<file path="src/logic/isam_pkg.sv">
// Constants and register map for the sequence input allocation multiplexer.
package isam_pkg;

  localparam int unsigned ISAM_TERM_N  = 7;
  localparam int unsigned ISAM_FUNC_N  = 7;
  localparam int unsigned ISAM_ADDR_W  = 4;
  localparam int unsigned ISAM_DATA_W  = 16;
  localparam int unsigned ISAM_DIGIT_W = 4;
  localparam int unsigned ISAM_SEL_W   = ISAM_FUNC_N * ISAM_DIGIT_W;

  // Register offsets.
  localparam logic [ISAM_ADDR_W-1:0] ISAM_OFS_MAP_FIRST  = 4'h0;
  localparam logic [ISAM_ADDR_W-1:0] ISAM_OFS_MAP_SECOND = 4'h4;
  localparam logic [ISAM_ADDR_W-1:0] ISAM_OFS_STATUS     = 4'h8;

  // Reset values: free mode off, each function on its own terminal.
  localparam logic [ISAM_DATA_W-1:0] ISAM_RST_MAP_FIRST  = 16'h2100;
  localparam logic [ISAM_DATA_W-1:0] ISAM_RST_MAP_SECOND = 16'h6543;

  // Field positions.
  localparam int unsigned ISAM_MODE_LSB = 0;
  localparam int unsigned ISAM_SEL_LSB  = 4;

  // Allocation mode digit values.
  localparam logic [ISAM_DIGIT_W-1:0] ISAM_MODE_LEGACY = 4'h0;
  localparam logic [ISAM_DIGIT_W-1:0] ISAM_MODE_FREE   = 4'h1;

  // Selector codes.
  localparam logic [ISAM_DIGIT_W-1:0] ISAM_CODE_LAST_DIRECT = 4'h6;
  localparam logic [ISAM_DIGIT_W-1:0] ISAM_CODE_FORCE_ON    = 4'h7;
  localparam logic [ISAM_DIGIT_W-1:0] ISAM_CODE_FORCE_OFF   = 4'h8;
  localparam logic [ISAM_DIGIT_W-1:0] ISAM_CODE_FIRST_INV   = 4'h9;

  // Function indices.
  localparam int unsigned ISAM_FN_SERVO_ON  = 0;
  localparam int unsigned ISAM_FN_PCON      = 1;
  localparam int unsigned ISAM_FN_FWD_OT    = 2;
  localparam int unsigned ISAM_FN_REV_OT    = 3;
  localparam int unsigned ISAM_FN_ALARM_RESET_REQUEST   = 4;
  localparam int unsigned ISAM_FN_FWD_TLIM  = 5;
  localparam int unsigned ISAM_FN_REV_TLIM  = 6;

  // Functions whose source is active when low (bit per function index).
  localparam logic [ISAM_FUNC_N-1:0] ISAM_ACTIVE_LOW = 7'h73;
  // Functions that accept no inverted source.
  localparam logic [ISAM_FUNC_N-1:0] ISAM_NO_INVERT  = 7'h40;

endpackage

</file>
<file path="src/logic/isam_mux.sv">
// Sequence input allocation multiplexer with its mapping registers.
// Notes on behaviour
// - Mode digit zero ignores selectors and uses fixed legacy allocation; zero at reset.
// - Mode digit one takes each function from its own four-bit selector.
// - Codes 0..6 pass terminals 0..6; code 7 forces on, 8 forces off.
// - Codes 9..F feed the inverse of terminals 0..6.
// - Servo-on selector is digit one of first map, default terminal 0, active low.
// - Proportional control is digit two of first map, default terminal 1, active low.
// - Forward overtravel is digit three of first map, default terminal 2, active high.
// - Reverse overtravel is digit zero of second map, default terminal 3, active high.
// - Alarm reset is digit one of second map, default terminal 4, active low.
// - Forward torque limit is digit two of second map, default 5, active low.
// - Reverse torque limit is digit three of second map, default 6, codes 0..8 only.
`timescale 1ns/1ps

module isam_mux
  import isam_pkg::*;
(
  // Clock and reset
  input  wire logic                    clk,
  input  wire logic                    rst_n,
  // Sequence input terminals
  input  wire logic [ISAM_TERM_N-1:0]  seq_input,
  // Register port
  input  wire logic [ISAM_ADDR_W-1:0]  reg_addr,
  input  wire logic [ISAM_DATA_W-1:0]  reg_wdata,
  input  wire logic                    reg_wr,
  input  wire logic                    reg_rd,
  output logic      [ISAM_DATA_W-1:0]  reg_rdata,
  // Function outputs, high while the function is active
  output logic                         servo_on,
  output logic                         proportional_control_request,
  output logic                         forward_overtravel,
  output logic                         reverse_overtravel,
  output logic                         alarm_reset_request,
  output logic                         forward_torque_limit,
  output logic                         reverse_torque_limit
);

  logic [ISAM_TERM_N-1:0]  meta_q;
  logic [ISAM_TERM_N-1:0]  term_q;
  logic [ISAM_DATA_W-1:0]  map_first_q;
  logic [ISAM_DATA_W-1:0]  map_second_q;
  logic [ISAM_DATA_W-1:0]  rdata_q;
  logic [ISAM_FUNC_N-1:0]  func_q;
  logic [ISAM_FUNC_N-1:0]  func_d;
  logic [ISAM_SEL_W-1:0]   sel_all;
  logic [ISAM_SEL_W-1:0]   sel_legacy;
  logic [ISAM_SEL_W-1:0]   sel_used;
  logic                    free_mode;

  // Terminals come from the outside world, so two flops guard against metastability.
  always_ff @(posedge clk or negedge rst_n) begin
    if (!rst_n) begin
      meta_q <= '0;
      term_q <= '0;
    end else begin
      meta_q <= seq_input;
      term_q <= meta_q;
    end
  end

  // Mapping registers.
  always_ff @(posedge clk or negedge rst_n) begin
    if (!rst_n) begin
      map_first_q  <= ISAM_RST_MAP_FIRST;
      map_second_q <= ISAM_RST_MAP_SECOND;
    end else if (reg_wr) begin
      if (reg_addr == ISAM_OFS_MAP_FIRST) begin
        map_first_q <= reg_wdata;
      end
      if (reg_addr == ISAM_OFS_MAP_SECOND) begin
        map_second_q <= reg_wdata;
      end
    end
  end

  // Read data stands only in the cycle after the strobe; unmapped offsets read zero.
  always_ff @(posedge clk or negedge rst_n) begin
    if (!rst_n) begin
      rdata_q <= '0;
    end else if (reg_rd) begin
      case (reg_addr)
        ISAM_OFS_MAP_FIRST:  rdata_q <= map_first_q;
        ISAM_OFS_MAP_SECOND: rdata_q <= map_second_q;
        ISAM_OFS_STATUS:     rdata_q <= {{(ISAM_DATA_W-ISAM_FUNC_N){1'b0}}, func_q};
        default:             rdata_q <= '0;
      endcase
    end else begin
      rdata_q <= '0;
    end
  end

  // Function selectors in function-index order, digit 1 of the first map upward.
  assign sel_all = {map_second_q, map_first_q[ISAM_DATA_W-1:ISAM_SEL_LSB]};
  // Any mode value other than one keeps the fixed allocation, the safe reading.
  assign free_mode = map_first_q[ISAM_MODE_LSB +: ISAM_DIGIT_W] == ISAM_MODE_FREE;

  genvar gi;
  generate
    for (gi = 0; gi < ISAM_FUNC_N; gi++) begin : g_fn
      // Legacy allocation wires each function straight to its own terminal.
      assign sel_legacy[gi*ISAM_DIGIT_W +: ISAM_DIGIT_W] = ISAM_DIGIT_W'(gi);
      assign sel_used[gi*ISAM_DIGIT_W +: ISAM_DIGIT_W] = free_mode ?
        sel_all[gi*ISAM_DIGIT_W +: ISAM_DIGIT_W] :
        sel_legacy[gi*ISAM_DIGIT_W +: ISAM_DIGIT_W];

      logic [ISAM_DIGIT_W-1:0] code;
      logic [ISAM_DIGIT_W-1:0] inv_idx;
      assign code    = sel_used[gi*ISAM_DIGIT_W +: ISAM_DIGIT_W];
      assign inv_idx = code - ISAM_CODE_FIRST_INV;

      always_comb begin
        if (code <= ISAM_CODE_LAST_DIRECT) begin
          func_d[gi] = term_q[code[2:0]] ^ ISAM_ACTIVE_LOW[gi];
        end else if (code == ISAM_CODE_FORCE_ON) begin
          func_d[gi] = 1'b1;
        end else if (code == ISAM_CODE_FORCE_OFF) begin
          func_d[gi] = 1'b0;
        end else if (ISAM_NO_INVERT[gi]) begin
          // Inverted codes are illegal here; treat them as forced off.
          func_d[gi] = 1'b0;
        end else begin
          func_d[gi] = ~term_q[inv_idx[2:0]] ^ ISAM_ACTIVE_LOW[gi];
        end
      end
    end
  endgenerate

  always_ff @(posedge clk or negedge rst_n) begin
    if (!rst_n) begin
      func_q <= '0;
    end else begin
      func_q <= func_d;
    end
  end

  assign reg_rdata                    = rdata_q;
  assign servo_on                     = func_q[ISAM_FN_SERVO_ON];
  assign proportional_control_request = func_q[ISAM_FN_PCON];
  assign forward_overtravel           = func_q[ISAM_FN_FWD_OT];
  assign reverse_overtravel           = func_q[ISAM_FN_REV_OT];
  assign alarm_reset_request          = func_q[ISAM_FN_ALARM_RESET_REQUEST];
  assign forward_torque_limit         = func_q[ISAM_FN_FWD_TLIM];
  assign reverse_torque_limit         = func_q[ISAM_FN_REV_TLIM];
endmodule

</file>
<file path="config.mk">
export PLATFORM = sky130hd
export DESIGN_NAME = isam_mux
export DESIGN_NICKNAME = d
export VERILOG_FILES = /design/src/logic/isam_pkg.sv /design/src/logic/isam_mux.sv
export SDC_FILE = /design/constraint.sdc
export NUM_CORES = 1
export LEC_CHECK = 0
export BUFFER_PORTS_ARGS = -buffer_cell sky130_fd_sc_hd__buf_4
export CAP_MARGIN = 25
export CORE_ASPECT_RATIO = 1.25
export CORE_MARGIN = 2
export CORE_UTILIZATION = 55
export CTS_CLUSTER_DIAMETER = 50
export DETAILED_ROUTE_END_ITERATION = 8
export GPL_TIMING_DRIVEN = 0
export PLACE_DENSITY_LB_ADDON = 0.12
export REMOVE_ABC_BUFFERS = 1
export SLEW_MARGIN = 20
export SYNTH_ARGS = -nofsm -noshare
export SYNTH_HDL_FRONTEND = slang
export SYNTH_SLANG_ARGS = --single-unit
</file>
<file path="constraint.sdc">
create_clock -name clk -period 2 [get_ports clk]
set_input_delay 0.1 -clock clk [delete_from_list [all_inputs] [get_ports clk]]
set_output_delay 0.1 -clock clk [all_outputs]
set_load 0.01 [all_outputs]
</file>
==> out/qor.txt <==
status = complete, no violations
Num CTS Buffers = 9
drt wl/cell = 17.3 um
Final min period = 1870 ps
Synth top area share = 43.1%
total power = 3790 uW
synth unique cells = 53
Detailed Route Iter0 Violations = 208
Via Count = 2,874
relative slew slack = 44.5%
Via density = 6.03
Die X = 75.2 um
RSZ-0062 raised after global routing = no
Synth-to-Final Area Change = 24.7%
Final Max Tran Viols = 0
DR pass1 iterations = 5
CTS H-tree lvls = 3
layout cell share with drive strength beyond 1 = 32.1%
EDFF count, synth = 0
DRT Wirelength = 8.24 mm
Final WS setup = 130 ps
Root Driver = clkbuf_8
CTS tree = yes
DP Worst Slack = -324 ps
most frequent cells in the layout = buf_4, dfrtp_1, nor2_1
Post-Syn Area = 0.00349 mm^2
Die Y = 93.0 um
power density over the cells = 872 mW/mm^2
maxcap violations = 0
Worst-Margin Slew = 833 ps
worst hold endpoint = reg_rdata[7]$_DFF_PN0_
# IOs = 54
CP endpoint kind = flop
syn avg cell area = 10.9 um^2
clk_lat worst skew = 350 ps
clock skew = 13.9 ps
gr ovfl total = 0
largest net degree at the start of global routing = 70
most common cell after layout, fill and taps aside = buf_4
HPWL Detailed = 5.07 mm
Hold Path Stages = 5
Achievable Freq = 0.535 GHz
Final Instance Count excl. Fillers = 477
Clock transition at path regs = 70 ps
Sink Count = 69
worst setup path startpoint = map_first_q[3]$_DFFE_PN0P_
worst reg2reg path depth = 5
Final Cycle Share = 93.5%
largest cells by area after synthesis = dfrtp_1, mux2_2, dfstp_2
number of port buffers = 53
Rows = 32
Worst Setup Start Kind = flop
Hold Vio Cnt, Final = 0
Placed Cells = 430
hold_sp = reg_addr[2]
Die ar. = 0.00700 mm^2
placer's final routability congestion estimate = 0.790
Setup violations, final = 0
RR Startpoint = map_first_q[3]$_DFFE_PN0P_
Hold Slack = 274 ps
yosys warns = 0
Main synth FF type = dfrtp_1
Post-Syn Instances = 320
core area = 0.00617 mm^2
Hold Path Class = input port to flop
ANT cells = 0
dominant cell type by area after synthesis = dfrtp_1
Worst VDD drop = 489 uV
Static Leak = 0.00191 uW
filler cell count = 493
Yosys reg bits = 69
Worst EP arrival = 2140 ps
CP required = 2270 ps
WS Path Type = flop to flop
initial antenna violation count = 0
register area share after synthesis = 49.8%
Initial Utilization = 56.6%
DRC = 0
R2R Path End = func_q[4]$_DFF_PN0_
ys async rst share = 100%
Tot GR Track Use = 25.2%
Nets = 418
Final ANT Viol Nets = 0
r2r setup slk = 130 ps
clock buffer depth = 2
first-pass GRT wire length = 13.2 mm
crit path max fanout = 11
vias in the first global route = 2,679
[worst max-delay path, stage by stage (launching register included)]
cell,delay (ps)
dfrtp_1,440
or4b_4,660
o22ai_1,190
a2111oi_0,80
a211o_1,290
a21oi_2,130
[per-stage QoR]
| step | setup TNS (ps) | cell area (um^2) | util (%) |
|---|---|---|---|
| 6_report | 0 | 4350 | 70.5 |
| 5_1_grt | 0 | 4350 | 70.5 |
| 4_1_cts | 0 | 4280 | 69.5 |
| 3_5_place_dp | -8400 | 3880 | 63.0 |
| 3_3_place_gp | -13290 | 3860 | 62.7 |
| 2_1_floorplan | -256 | 3360 | - |
[worst max path at each step]
stage	end	slack, ps	cells after the start
2_1_floorplan	func_q[0]$_DFF_PN0_	-120	3
3_3_place_gp	func_q[0]$_DFF_PN0_	-1130	3
3_5_place_dp	map_second_q[12]$_DFFE_PN0P_	-320	4
4_1_cts	func_q[4]$_DFF_PN0_	6	5
5_1_grt	func_q[4]$_DFF_PN0_	80	5
6_report	func_q[4]$_DFF_PN0_	130	5
[cells by family after synthesis]
| group | count (synthesis) | share of synthesized area [%] |
|---|---|---|
| multiplexers | 40 | 14.1 |
| AO/OA/AOI/OAI | 87 | 17.7 |
| AND/OR/NAND/NOR | 87 | 13.9 |
| buffers and inverters | 37 | 4.52 |
| flip-flops | 69 | 49.8 |
[flip-flops by register name (all words and copies together), names as in the netlist]
register	count
map_first_q	16
term_q	7
map_second_q	16
meta_q	7
reg_rdata	16
func_q	7
[cell usage after synthesis, drive strengths merged (3+ instances only)]
| master | instances |
|---|---|
| nor3b | 7 |
| o21ai | 12 |
| mux2i | 6 |
| nand2 | 21 |
| nand3b | 3 |
| nor2b | 7 |
| buf | 8 |
| nor2 | 29 |
| o31ai | 3 |
| a21oi | 19 |
| a22oi | 11 |
| a222oi | 7 |
| dfstp | 9 |
| mux2 | 33 |
| clkbuf | 21 |
| inv | 8 |
| nand2b | 3 |
| nor4b | 5 |
| dfrtp | 60 |
| o22ai | 6 |
| o311ai | 3 |
| a211oi | 5 |
[power breakdown]
part / internal, uW / switching, uW / total (uW)
Clock: 443 / 499 / 942
Sequential: 1620 / 395 / 2020
Combinational: 502 / 330 / 832
[what timing repair did]
item / 4_1_cts / 5_1_grt
gates resized for setup: 0 / 2
endpoints found under the setup margin: 0 / 17
hold buffers: 24 / 0
hold endpoints to repair: 97 / 0
buffers inserted: 0 / 7
[area by class of cell]
type / instances / area, um^2 / share of cell area [%]
Clock buffer: 11 / 131 / 3.02
Clock inverter: 5 / 28.8 / 0.662
Inverter: 8 / 30.0 / 0.690
Multi-Input combinational cell: 214 / 1620 / 37.2
Sequential cell: 69 / 1740 / 40.0
Tap cell: 85 / 106 / 2.45
Timing Repair Buffer: 85 / 698 / 16.1
[layer usage]
layer	track usage, %	wire length [um]	vias up
met5	0	0	-
met4	10.7	165	0
met3	4.09	383	14
met2	39.8	4090	101
met1	34.3	3600	1433
li1	-	-	1326
Note: power is estimated with default switching activity, not from simulation.
